File: src/hdl/art_pkg.sv
// Package for the sixteen-bit auto-reload timer: register map, field positions, reset values, mode codes.
// Assumes an APB slave with 32-bit data, one register per aligned word.
package art_pkg;

  // Byte offsets of the registers.
  localparam logic [7:0] ART_CTRL_OFS    = 8'h00;  // Control bits.
  localparam logic [7:0] ART_STAT_OFS    = 8'h04;  // Sticky flags, write one to clear.
  localparam logic [7:0] ART_RELOAD_OFS  = 8'h08;  // Reload or capture-one register.
  localparam logic [7:0] ART_CAPT_OFS    = 8'h0c;  // Capture register.
  localparam logic [7:0] ART_CMP_OFS     = 8'h10;  // Compare value.
  localparam logic [7:0] ART_MASK_OFS    = 8'h14;  // Compare mask.
  localparam logic [7:0] ART_COUNT_OFS   = 8'h18;  // Counter, read only.
  localparam logic [7:0] ART_HIGH_OFS    = 8'h1c;  // High-byte staging register.

  // Control field positions.
  localparam int ART_C_PSC_LO  = 0;  // Two-bit prescale select, bits 1:0.
  localparam int ART_C_RELOAD  = 2;  // Reload enable.
  localparam int ART_C_RUN     = 3;  // Run or hold.
  localparam int ART_C_WRAPTG  = 4;  // Wrap output toggle select.
  localparam int ART_C_PEN     = 5;  // Pulse output enable.
  localparam int ART_C_PTOG    = 6;  // Pulse toggle select.
  localparam int ART_C_PPOL    = 7;  // Pulse polarity.
  localparam int ART_C_RSEL_LO = 8;  // Restart select low.
  localparam int ART_C_RSEL_HI = 9;  // Restart select high.
  localparam int ART_C_APOL    = 10; // Active level of input a.
  localparam int ART_C_BPOL    = 11; // Active level of input b.
  localparam int ART_C_WIDTH   = 12;

  // Status field positions.
  localparam int ART_S_WRAP = 0;
  localparam int ART_S_ZERO = 1;
  localparam int ART_S_CMP  = 2;
  localparam int ART_S_AEV  = 3;
  localparam int ART_S_BEV  = 4;
  localparam int ART_S_WIDTH = 5;

  // Reset values and the free-run wrap value.
  localparam logic [15:0] ART_ALL_ONES   = 16'hffff;
  localparam logic [15:0] ART_ZERO       = 16'h0000;
  localparam logic [15:0] ART_MASK_RESET = 16'hffff;
  localparam logic [ART_C_WIDTH-1:0] ART_CTRL_RESET = 12'h000;

  // Prescale division terminal counts, minus one.
  localparam logic [3:0] ART_DIV4_LAST  = 4'h3;
  localparam logic [3:0] ART_DIV16_LAST = 4'hf;

  // Prescale select codes.
  typedef enum logic [1:0] {ART_PSC_OFF, ART_PSC_1, ART_PSC_4, ART_PSC_16} art_psc_t;

  // Restart source codes, high bit then low bit.
  localparam logic [1:0] ART_RS_SW = 2'b00;
  localparam logic [1:0] ART_RS_A  = 2'b01;
  localparam logic [1:0] ART_RS_B  = 2'b10;

  // Output pins as one carrier.
  typedef struct packed {
    logic pulse;
    logic wrap;
  } art_pins_t;

endpackage

File: src/hdl/art_timer.sv
// Sixteen-bit auto-reload down-counting timer with mask compare, capture and two output pins.
// Assumes an APB master on pclk, event inputs synchronous to pclk, and software writing high byte first.
//
// Function
// 16-bit down counter behind 1/4/16 prescaler.
// Run bit cleared holds counter at zero.
// Wrap without reload loads all ones.
// Wrap with reload loads reload register.
// Every wrap sets the wrap flag.
// Input events with reload enabled reload counter.
// Wrap interval is reload plus one ticks.
// Masked counter compared with zero and value.
// Masked matches set zero and compare flags.
// Masked matches recur at mask-derived period.
// Software programs only contiguous low masks.
// Reload register captures only without reload.
// Free run captures leave counter undisturbed.
// With reload, first event reloads, second captures.
// Disabled pulse pin follows polarity bit.
// Set/reset mode: zero match asserts pin.
// Set/reset mode: compare match deasserts pin.
// Toggle mode inverts pin on compare match.
// Set mode wrap pin cleared with flag.
// Toggle mode wrap pin inverts each wrap.
// Restart from software, input a or b.
// Input b strobes capture into capture register.
// Restart select codes choose start source.
// Prescale code zero stops only counting; events, flags and captures still act.
// Wrap flag cleared by software, never set.
// High byte staged, committed with low byte.
// Counter moves one step per tick only.
//
// The APB slave port and the address map were chosen for this implementation.
module art_timer
  import art_pkg::*;
(
  // Clock, reset and freeze.
  input  wire logic        pclk,
  input  wire logic        presetn,
  input  wire logic        clk_en,
  // APB slave.
  input  wire logic        psel,
  input  wire logic        penable,
  input  wire logic        pwrite,
  input  wire logic [7:0]  paddr,
  input  wire logic [31:0] pwdata,
  output logic             pready,
  output logic [31:0]      prdata,
  output logic             pslverr,
  // External event inputs.
  input  wire logic        event_input_a,
  input  wire logic        event_input_b,
  // Output pins.
  output art_pins_t        pins
);

  // Registers.
  logic [ART_C_WIDTH-1:0] ctrl_reg;            // Control bits.
  logic [ART_S_WIDTH-1:0] stat_reg;            // Sticky flags.
  logic [15:0]            reload_capture_reg;  // Reload or capture value.
  logic [15:0]            capture_reg;         // Capture value.
  logic [15:0]            compare_value_reg;   // Compare value.
  logic [15:0]            mask_reg;            // Compare mask.
  logic [7:0]             high_byte_reg;       // Staged high byte.
  logic [15:0]            down_count_value;    // The counter.
  logic [3:0]             psc_reg;             // Prescaler count.
  logic                   a_prev_reg;          // Input a last level.
  logic                   b_prev_reg;          // Input b last level.
  logic                   run_prev_reg;        // Run bit last value.
  logic                   started_reg;         // Counting enabled after restart.
  logic                   b_armed_reg;         // Reload seen, next b event captures.
  logic                   match_z_prev_reg;    // Last zero-match level.
  logic                   match_c_prev_reg;    // Last compare-match level.

  // Control fields.
  logic       run_hold_ctrl;
  logic       reload_en;
  logic [1:0] restart_sel;
  art_psc_t   psc_sel;
  assign run_hold_ctrl = ctrl_reg[ART_C_RUN];
  assign reload_en     = ctrl_reg[ART_C_RELOAD];
  assign restart_sel   = {ctrl_reg[ART_C_RSEL_HI], ctrl_reg[ART_C_RSEL_LO]};
  assign psc_sel       = art_psc_t'(ctrl_reg[ART_C_PSC_LO +: 2]);

  // Bus strobes; every access completes in its first access cycle.
  logic wr_en;
  logic rd_en;
  logic addr_ok;
  assign wr_en = clk_en && psel && penable && pwrite;
  assign rd_en = clk_en && psel && penable && !pwrite;
  assign addr_ok = (paddr[7:5] == 3'b000) && (paddr[1:0] == 2'b00);

  // Full 16-bit write value: staged high byte joined with the written low byte.
  logic [15:0] wr_word;
  // Join staged byte.
  assign wr_word = {high_byte_reg, pwdata[7:0]};

  // Event detection on active edges of the inputs.
  logic a_evt;
  logic b_evt;
  assign a_evt = run_hold_ctrl && (event_input_a == ctrl_reg[ART_C_APOL]) && (a_prev_reg != ctrl_reg[ART_C_APOL]);
  assign b_evt = run_hold_ctrl && (event_input_b == ctrl_reg[ART_C_BPOL]) && (b_prev_reg != ctrl_reg[ART_C_BPOL]);

  // Restart trigger for the reload mode.
  logic sw_start;
  logic restart;
  assign sw_start = run_hold_ctrl && !run_prev_reg;
  // Start source select.
  always_comb begin
    restart = 1'b0;
    if (reload_en) begin
      case (restart_sel)
        ART_RS_SW: restart = sw_start;
        // Event reload.
        ART_RS_A:  restart = a_evt;
        ART_RS_B:  restart = b_evt;
        default:   restart = sw_start;
      endcase
    end
  end

  // Prescaler tick.
  logic tick;
  // Prescaler ratio.
  always_comb begin
    case (psc_sel)
      ART_PSC_1:  tick = 1'b1;
      ART_PSC_4:  tick = (psc_reg[1:0] == ART_DIV4_LAST[1:0]);
      ART_PSC_16: tick = (psc_reg == ART_DIV16_LAST);
      default:    tick = 1'b0;
    endcase
  end

  // Counting is allowed once running and, in reload mode, once started.
  logic count_ok;
  logic wrap;
  assign count_ok = run_hold_ctrl && (started_reg || !reload_en) && tick;
  assign wrap = count_ok && (down_count_value == ART_ZERO);

  // Masked comparisons; a match flags on the cycle its level first appears.
  logic zero_hit;
  logic cmp_hit;
  logic zero_rise;
  logic cmp_rise;
  logic [15:0] mask_eff;  // Mask actually applied to both comparisons.
  // Empty mask period.
  // An all-zero mask would match without a break and never edge; bit zero alone gives the two-tick period.
  assign mask_eff  = (mask_reg == ART_ZERO) ? 16'h0001 : mask_reg;
  // Masked compare.
  assign zero_hit  = run_hold_ctrl && ((down_count_value & mask_eff) == ART_ZERO);
  assign cmp_hit   = run_hold_ctrl && ((down_count_value & mask_eff) == (compare_value_reg & mask_eff));
  assign zero_rise = zero_hit && !match_z_prev_reg;
  assign cmp_rise  = cmp_hit && !match_c_prev_reg;

  // Capture decisions.
  logic cap_b;
  logic cap_a;
  // Input b captures; in reload mode only after a start.
  assign cap_b = b_evt && (!reload_en || started_reg);
  // Reload register captures only in free run.
  assign cap_a = a_evt && !reload_en;

  // Input history, used for edge detection.
  always_ff @(posedge pclk or negedge presetn) begin
    if (!presetn) begin
      a_prev_reg   <= 1'b0;
      b_prev_reg   <= 1'b0;
      run_prev_reg <= 1'b0;
    end else if (clk_en) begin
      a_prev_reg   <= event_input_a;
      b_prev_reg   <= event_input_b;
      run_prev_reg <= run_hold_ctrl;
    end
  end

  // Prescaler; cleared whenever held or disabled so ratios start clean.
  always_ff @(posedge pclk or negedge presetn) begin
    if (!presetn) begin
      psc_reg <= 4'h0;
    end else if (clk_en) begin
      if (!run_hold_ctrl || psc_sel == ART_PSC_OFF) begin
        psc_reg <= 4'h0;
      end else begin
        psc_reg <= psc_reg + 4'h1;
      end
    end
  end

  // Start state and the second-event arming for reload mode.
  always_ff @(posedge pclk or negedge presetn) begin
    if (!presetn) begin
      started_reg <= 1'b0;
      b_armed_reg <= 1'b0;
    end else if (clk_en) begin
      if (!run_hold_ctrl) begin
        started_reg <= 1'b0;
        b_armed_reg <= 1'b0;
      end else if (restart) begin
        started_reg <= 1'b1;
        b_armed_reg <= 1'b1;
      end
    end
  end

  // Counter. Capture reads the old value, so a simultaneous capture sees the count before reload.
  always_ff @(posedge pclk or negedge presetn) begin
    if (!presetn) begin
      down_count_value <= ART_ZERO;
    end else if (clk_en) begin
      if (!run_hold_ctrl) begin
        // Hold at zero.
        down_count_value <= ART_ZERO;
      end else if (restart) begin
        // Restart reload.
        down_count_value <= reload_capture_reg;
      end else if (wrap) begin
        // Wrap reload.
        down_count_value <= reload_en ? reload_capture_reg : ART_ALL_ONES;
      end else if (count_ok) begin
        // One step per tick.
        down_count_value <= down_count_value - 16'h0001;
      end
    end
  end

  // Control, mask, compare and staging registers.
  always_ff @(posedge pclk or negedge presetn) begin
    if (!presetn) begin
      ctrl_reg          <= ART_CTRL_RESET;
      mask_reg          <= ART_MASK_RESET;
      compare_value_reg <= ART_ZERO;
      high_byte_reg     <= 8'h00;
    end else if (wr_en && addr_ok) begin
      case (paddr)
        ART_CTRL_OFS: ctrl_reg <= pwdata[ART_C_WIDTH-1:0];
        // Stage high byte.
        ART_HIGH_OFS: high_byte_reg <= pwdata[7:0];
        ART_CMP_OFS:  compare_value_reg <= wr_word;
        // Mask taken as written; contiguous values are up to software.
        ART_MASK_OFS: mask_reg <= wr_word;
        default:      high_byte_reg <= high_byte_reg;
      endcase
    end
  end

  // Reload and capture registers; software may write the reload value too.
  always_ff @(posedge pclk or negedge presetn) begin
    if (!presetn) begin
      reload_capture_reg <= ART_ZERO;
      capture_reg        <= ART_ZERO;
    end else if (clk_en) begin
      // Capture beats software write.
      if (cap_a) begin
        reload_capture_reg <= down_count_value;
      end else if (wr_en && paddr == ART_RELOAD_OFS) begin
        reload_capture_reg <= wr_word;
      end
      // Strobe capture.
      if (cap_b && (b_armed_reg || !reload_en)) begin
        capture_reg <= down_count_value;
      end
    end
  end

  // Status flags; a set in the same cycle as a clear wins.
  logic [ART_S_WIDTH-1:0] stat_set;
  logic [ART_S_WIDTH-1:0] stat_clr;
  always_comb begin
    stat_set = '0;
    // Wrap flag.
    stat_set[ART_S_WRAP] = wrap;
    // Match flags.
    stat_set[ART_S_ZERO] = zero_rise;
    stat_set[ART_S_CMP]  = cmp_rise;
    stat_set[ART_S_AEV]  = a_evt;
    stat_set[ART_S_BEV]  = b_evt;
    stat_clr = (wr_en && paddr == ART_STAT_OFS) ? pwdata[ART_S_WIDTH-1:0] : '0;
  end

  // One flag per bit: set by hardware only, cleared by writing one.
  genvar gi;
  generate
    for (gi = 0; gi < ART_S_WIDTH; gi++) begin : g_flag
      always_ff @(posedge pclk or negedge presetn) begin
        if (!presetn) begin
          stat_reg[gi] <= 1'b0;
        end else if (clk_en) begin
          // Write clears only.
          stat_reg[gi] <= stat_set[gi] | (stat_reg[gi] & ~stat_clr[gi]);
        end
      end
    end
  endgenerate

  // Match level history.
  always_ff @(posedge pclk or negedge presetn) begin
    if (!presetn) begin
      match_z_prev_reg <= 1'b0;
      match_c_prev_reg <= 1'b0;
    end else if (clk_en) begin
      match_z_prev_reg <= zero_hit;
      match_c_prev_reg <= cmp_hit;
    end
  end

  // Pulse-width pin.
  always_ff @(posedge pclk or negedge presetn) begin
    if (!presetn) begin
      pins.pulse <= 1'b0;
    end else if (clk_en) begin
      if (!ctrl_reg[ART_C_PEN]) begin
        // Static level.
        pins.pulse <= ctrl_reg[ART_C_PPOL];
      end else if (ctrl_reg[ART_C_PTOG]) begin
        // Toggle on compare.
        if (cmp_rise) begin
          pins.pulse <= ~pins.pulse;
        end
      end else if (zero_rise) begin
        // Zero match asserts.
        pins.pulse <= ctrl_reg[ART_C_PPOL];
      end else if (cmp_rise) begin
        // Compare deasserts.
        pins.pulse <= ~ctrl_reg[ART_C_PPOL];
      end
    end
  end

  // Wrap pin.
  always_ff @(posedge pclk or negedge presetn) begin
    if (!presetn) begin
      pins.wrap <= 1'b0;
    end else if (clk_en) begin
      if (ctrl_reg[ART_C_WRAPTG]) begin
        // Toggle each wrap.
        if (wrap) begin
          pins.wrap <= ~pins.wrap;
        end
      end else begin
        // Follows wrap flag.
        pins.wrap <= wrap | (stat_reg[ART_S_WRAP] & ~stat_clr[ART_S_WRAP]);
      end
    end
  end

  // Read mux; the answer is registered at the setup edge and given with pready in the first access cycle.
  logic [31:0] rd_word;
  always_comb begin
    case (paddr)
      ART_CTRL_OFS:   rd_word = {20'h00000, ctrl_reg};
      ART_STAT_OFS:   rd_word = {27'h0000000, stat_reg};
      ART_RELOAD_OFS: rd_word = {16'h0000, reload_capture_reg};
      ART_CAPT_OFS:   rd_word = {16'h0000, capture_reg};
      ART_CMP_OFS:    rd_word = {16'h0000, compare_value_reg};
      ART_MASK_OFS:   rd_word = {16'h0000, mask_reg};
      ART_COUNT_OFS:  rd_word = {16'h0000, down_count_value};
      ART_HIGH_OFS:   rd_word = {24'h000000, high_byte_reg};
      default:        rd_word = 32'h00000000;
    endcase
  end

  // Bus answer registers; pready and prdata load at the setup edge, so the answer comes in the first access cycle.
  always_ff @(posedge pclk or negedge presetn) begin
    if (!presetn) begin
      pready  <= 1'b0;
      prdata  <= 32'h00000000;
      pslverr <= 1'b0;
    end else if (clk_en) begin
      pready  <= psel && !penable;
      pslverr <= psel && !penable && !addr_ok;
      if (psel && !penable && !pwrite) begin
        prdata <= rd_word;
      end
    end
  end

endmodule

File: config.mk
export PLATFORM = sky130hd
export DESIGN_NAME = art_timer
export DESIGN_NICKNAME = d
export VERILOG_FILES = /design/src/hdl/art_pkg.sv /design/src/hdl/art_timer.sv
export SDC_FILE = /design/constraint.sdc
export NUM_CORES = 1
export LEC_CHECK = 0
export BUFFER_PORTS_ARGS = -buffer_cell sky130_fd_sc_hd__buf_2
export CORE_MARGIN = 2
export CORE_UTILIZATION = 50
export DETAILED_ROUTE_END_ITERATION = 10
export GPL_TIMING_DRIVEN = 0
export PLACE_DENSITY = 0.82
export SYNTH_ARGS = -nofsm -noshare
export SYNTH_HDL_FRONTEND = slang
export SYNTH_SLANG_ARGS = --single-unit
File: constraint.sdc
create_clock -name pclk -period 3.3 [get_ports pclk]
set_clock_uncertainty 0.2 [all_clocks]
set_input_delay 0.33 -clock pclk [delete_from_list [all_inputs] [get_ports pclk]]
set_output_delay 0.33 -clock pclk [all_outputs]
set_load 0.05 [all_outputs]
==> qor.csv, run 1 <==
metric,value,unit
detail-route-antenna-nets,0,
antenna_cells,0,
cts_tree,yes,
num_vias,6714,
relSlewSlack,16.9,%
synthCells,739,
clock_path_buffers,2,
path_clk_slew,0.06,ns
cp_common_cell,buf_2,
r2r_slack,0.20,ns
r2r-end,capture_reg[6],
avgSynthCellArea,10.3,um^2
numCtsBuffers,17,
seqPwrFrac,41.2,%
syn-cell-area,7610,um^2
ir_drop,357,uV
layout_commonest_cell,dfrtp_1,
status,"complete, no violations",
die_area,16200,um^2
fmax,322,MHz
synthFlopType,dfrtp_1,
viasPerCell,6.52,
rsz0062_at_grt,no,
portBuffers,45,
first_global_vias,6396,
path_buf_inv,3,
grt_pass1_wl,38200,um
setup_viol,0,
hold_violations,0,
cts-resized-gates,0,
min_path_type,primary input to flop,
core_area,15000,um^2
maxSlewViolCount,0,
p_per_area,493,nW/um^2
startpoint_type,flop,
reg2reg_from,ctrl_reg[3],
cp_slowest_cell,nor2_1,
worstHoldStart,pwdata[3],
timing.final.crit_share,94.0,%
synth_edf_count,0,
die_y,127,um
combPwrFrac,12.3,%
drv_cap,0,
crit_chain,buf_2 > and2_1 > buf_2 > nand2_1 > nor2_1 > buf_2 > mux2_2,
power_frac_clock,46.5,%
drive_gt1_share,26.8,%
cts_setup_buffers,0,
power_leakage,3.81,nW
yosys_warnings,0,
worst-setup-path-type,flop to flop,
worstSetupEndpointType,flop,
worst_skew_pair.late_latency,0.43,ns
syn_to_final_growth,16.7,%
most-common-layout-cells,"dfrtp_1 (119), nand2_1 (78), buf_2 (65), mux2_2 (51), nor2_1 (49)",
utilization,59.0,%
start_util,50.6,%
cts.sink_count,135,
synthArstFlopShare,100,%
arrival,3.21,ns
grt_usage,31.8,%
grt_max_degree,88,
dr.pass1.iters,8,
min_period,3.10,ns
cp.required,3.41,ns
first_iter_violations,935,
switchingPower,1.23,mW
die_x,127,um
synth_seq_cells,135,
slowest_delay,0.76,ns
cp-startpoint,ctrl_reg[3],
route.detailed.drc,0,
crit_family,simple AND/OR/NAND/NOR gates,
crit_end,capture_reg[6],
cts-root-buf,clkbuf_16,
worst-path-max-fanout,10,
reg2reg_depth,7,
nets,880,
swShare,28.1,%
detailed_place_hpwl,17600,um
ys_seq_area_share,44.7,%
fp-row-count,45,
ioPinCount,84,
power,4.38,mW
fill_cells,1248,
routed_wl,24800,um
ys_types,76,
cts.htree.levels,4,
cp_num_cells,7,
worst_pin_slew,1.24,ns
p_int,3.15,mW
gr-total-overflow,0,
detail_route.wl_per_cell,24.1,um
routabilityCongestion,0.981,
antenna_found_initial,0,
==> metal layers <==
layer  GRT usage (%)  part of all wire (%)  up-vias  routed length [um]
met1            43.0                    40     3269                9910
met3            10.5                    12       91                2980
li1                -                     -     2891                   -
met2            46.9                    44      463               10900
met5               0                     0        -                   0
met4            14.0                   4.0        0                 983
==> power groups by stage <==
| stage | clock, mW | combinational (mW) | sequential, mW |
|---|---|---|---|
| 2_1_floorplan | 0 | 0.206 | 1.96 |
| 3_3_place_gp | 0 | 0.511 | 1.82 |
| 3_5_place_dp | 0 | 0.524 | 1.83 |
| 4_1_cts | 2.04 | 0.535 | 1.80 |
| 5_1_grt | 2.12 | 0.572 | 1.81 |
| 6_report | 2.04 | 0.540 | 1.80 |
==> cell type report <==
type	instances	area, um^2	area share (%)
multi-input cells	533	3770	42.5
flip-flops and latches	135	3400	38.3
plain buffers	72	445	5.02
clock buffers	17	425	4.79
repair buffers	55	349	3.93
well taps	188	235	2.65
clock inverters	15	201	2.27
inverters	14	52.6	0.592
==> worst min path at each step <==
stage                            end  slack (ns)  cells past startpoint
5_1_grt                  ctrl_reg[3]        0.06                      3
3_3_place_gp             stat_reg[4]        0.26                      2
3_5_place_dp   compare_value_reg[10]         0.1                      1
6_report                 ctrl_reg[3]        0.04                      3
2_1_floorplan             a_prev_reg       -0.17                      0
4_1_cts                       pready       0.008                      3
==> metrics by stage <==
step           hold slack, ns  setup TNS, ns  setup WS (ns)  area, um^2  std cells
2_1_floorplan          -0.166              0          0.962        7660        754
4_1_cts               0.00774              0          0.321        8870       1029
5_1_grt                0.0551              0          0.103        8870       1029
3_3_place_gp            0.261         -14.58         -0.135        8120        987
6_report               0.0372              0          0.198        8870       1029
3_5_place_dp           0.0987              0         0.0873        8160        988
==> kinds of logic (layout without fill, tap and decap cells) <==
logic type / Yosys count / in the layout / share of synthesized area [%]
xor+xnor: 8 / 8 / 0.921
fa+ha+maj: 4 / 4 / 0.658
compound gates: 177 / 177 / 16.3
buf+inv: 86 / 173 / 6.55
simple gates: 233 / 233 / 16.0
other cells: 1 / 16 / 0.0493
flops: 135 / 135 / 44.7
mux: 95 / 95 / 14.9
==> timing repair <==
action                                  in CTS  in global routing
hold endpoints to repair                    56                  0
hold buffers                                 9                  0
endpoints found under the setup margin       0                  0
==> worst register-to-register path: cells and delay by family, from the launching register on <==
family / cells / cell delay [ns]
multiplexers: 1 / 0.38
flip-flops: 1 / 0.38
buffers and inverters: 3 / 0.99
AND/OR/NAND/NOR: 3 / 1.04
==> cell usage after synthesis (4+ instances only) <==
cell,number,area share [%]
o221ai_1,12,1.4
nand2_1,78,3.8
buf_4,18,1.8
a21oi_1,21,1.4
o2111ai_1,4,0.46
nand3_1,10,0.66
clkbuf_1,21,1.0
nor2_1,49,2.4
a221oi_1,8,0.92
inv_1,14,0.69
mux2_2,51,7.5
a31oi_1,23,1.9
nor4_1,5,0.41
buf_6,5,0.74
a32o_1,8,1.1
o2bb2ai_1,5,0.58
mux2_4,20,3.9
a22oi_1,12,1.2
mux2i_1,21,2.8
nand4_1,7,0.58
dfrtp_1,119,39
and2_1,6,0.49
o22ai_1,10,0.82
dfstp_2,16,5.5
ha_1,4,0.66
nand3b_1,17,1.7
o21ai_0,38,2.5
nor3_1,16,1.1
a222oi_1,11,1.4
buf_2,21,1.4
and3_1,6,0.49
xnor2_1,6,0.69
buf_1,4,0.20
nor2b_1,6,0.49
nor4b_1,4,0.46
(Power assumes the default switching activity.)
==> run 2, diff against run 1 <==
- ABC_AREA: default -> 1
- CORE_UTILIZATION: 50 -> 30
- GPL_ROUTABILITY_DRIVEN: default -> 0
- PLACE_DENSITY: 0.82 -> 0.59
==> qor.csv, run 2 <==
metric,value,unit
swShare,24.2,%
timing.final.crit_share,82.7,%
layout.cells.non_filler,1347,
detailed_place_hpwl,19400,um
avgSynthCellArea,7.87,um^2
status,"complete, no violations",
detail_route.wl_per_cell,19.1,um
synth_top_area_share,41.0,%
power_frac_clock,49.1,%
syn-cell-area,7270,um^2
worstSetupEndpointType,flop,
cts.htree.levels,4,
synth_area_leader_cell,dfrtp_1,
min_path_cells,3,
worstHoldStart,pwdata[7],
portBuffers,47,
relSlewSlack,49.8,%
combPwrFrac,6.4,%
reg2reg_from,down_count_value[1],
synthFlopType,dfrtp_1,
synth_seq_cells,135,
seq_area,3400,um^2
r2r_slack,0.57,ns
syn_to_final_growth,19.3,%
reg2reg_depth,12,
worst_pin_slew,0.750,ns
drv_cap,0,
r2r-end,down_count_value[3],
ys_seq_area_share,46.8,%
layout_commonest_cell,nand2_1,
die_x,160,um
fill_cells,2467,
numCtsBuffers,17,
cts-root-buf,clkbuf_16,
p_per_area,438,nW/um^2
ir_drop,362,uV
yosysMostFrequentCell,nand2_1,
routed_wl,25700,um
die_area,25500,um^2
most-common-layout-cells,"nand2_1 (236), dfrtp_1 (119), o21ai_1 (116), inv_1 (71)",
antenna_cells,0,
fmax,367,MHz
ioPinCount,84,
grt_max_degree,86,
nets,1067,
seqPwrFrac,44.6,%
fp-row-count,56,
synthCells,923,
num_vias,7059,
hold_end,reload_capture_reg[7],
die_y,160,um
grt_pass1_wl,40200,um
worst_skew_pair.late_latency,0.43,ns
min_period,2.73,ns
rsz0062_at_grt,no,
worst-path-max-fanout,10,
place_ws,0.667,ns
synth_edf_count,0,
synth_common_cells,"nand2_1 (236), dfrtp_1 (119), o21ai_1 (116), inv_1 (71), nand3_1 (61)",
yosys_warnings,0,
ys_types,48,
start_util,30.8,%
viasPerCell,5.24,
core_area,23600,um^2
hold_violations,0,
switchingPower,0.919,mW
cp.required,3.41,ns
cts.sink_count,135,
multi_input_area,3270,um^2
maxSlewViolCount,0,
clock_path_buffers,2,
gr-total-overflow,0,
setup_slack,0.572,ns
dp.cells,1305,
antenna_found_initial,0,
grt_usage,20.6,%
first_global_vias,6829,
setup_viol,0,
synth_area_leaders,"dfrtp_1 (41%), nand2_1 (12%), o21ai_1 (8.0%), dfstp_2 (5.8%), nand3_1 (4.2%)",
synthArstFlopShare,100,%
arrival,2.84,ns
detail-route-antenna-nets,0,
min_path_type,primary input to flop,
dr.pass1.iters,5,
drive_gt1_share,16.0,%
p_int,2.87,mW
first_iter_violations,795,
startpoint_type,flop,
path_clk_slew,0.06,ns
worst-setup-path-type,flop to flop,
power_leakage,3.92,nW
cts_tree,yes,
route.detailed.drc,0,
[run 2: final cells by class]
cell class	count	share of cell area, %
multi-input cells	655	37.8
well taps	319	4.61
clock inverters	7	0.808
repair buffers	58	4.26
flip-flops and latches	135	39.2
plain buffers	57	3.59
clock buffers	25	5.83
inverters	91	3.94
[run 2: worst max path at each step]
stage,from,to,slack (ns)
after CTS,down_count_value[1],down_count_value[5],0.65
after global routing,down_count_value[1],down_count_value[3],0.45
final,down_count_value[1],down_count_value[3],0.57
after global placement,presetn,prdata[10],-0.30
after detailed placement,down_count_value[1],down_count_value[5],0.67
after floorplan,down_count_value[1],down_count_value[15],1.13
[run 2: critical path, cell delays in order (launching register included)]
cell and delay (ns):
dfrtp_1 0.40, inv_1 0.19, ha_1 0.28, nand3_4 0.13, nor3_4 0.20, nand4_1 0.19, nor3_2 0.20, nand2_2 0.21
nand2_4 0.15, buf_6 0.15, nand3_1 0.12, nand4_1 0.11, o21ai_1 0.08
[run 2: per-layer routing]
layer	GRT usage [%]	vias up	part of all wire [%]	routed length [um]
li1	-	3289	-	-
met1	26.6	3390	42	10900
met2	33.2	312	47	12000
met3	3.71	68	6.6	1700
met4	10.4	0	4.5	1160
met5	0	-	0	0
[run 2: timing repair]
| action | in CTS | in global routing |
|---|---|---|
| endpoints found under the setup margin | 0 | 0 |
| hold endpoints to repair | 59 | 0 |
| buffers inserted | 0 | 0 |
| resized for setup | 0 | 0 |
| hold buffers | 10 | 0 |
[run 2: logic make-up (layout without fill, tap and decap cells)]
family	Yosys count	after routing	synth area share [%]
buf+inv	148	238	8.99
flops	135	135	46.8
compound gates	224	224	18.1
fa+ha+maj	4	4	0.689
mux	1	1	0.138
other cells	1	16	0.0516
xor+xnor	13	13	1.57
simple gates	397	397	23.7
[run 2: stage by stage]
stage	power (mW)	cell area [um^2]	hold WS, ns	utilization [%]	setup TNS [ns]
2_1_floorplan	1.85	7320	-0.166	-	0
3_3_place_gp	1.95	7960	0.261	33.7	-33.91
5_1_grt	3.91	8670	0.0271	36.7	0
6_report	3.79	8670	0.0153	36.7	0
4_1_cts	3.81	8670	0.00438	36.7	0
3_5_place_dp	1.95	7990	0.123	33.8	0
[run 2: power by group through the flow]
stage / registers [mW] / logic, mW / clock network [mW]
after global placement: 1.72 / 0.226 / 0
final: 1.69 / 0.241 / 1.86
after detailed placement: 1.72 / 0.232 / 0
after floorplan: 1.74 / 0.117 / 0
after global routing: 1.69 / 0.262 / 1.96
after CTS: 1.69 / 0.242 / 1.88
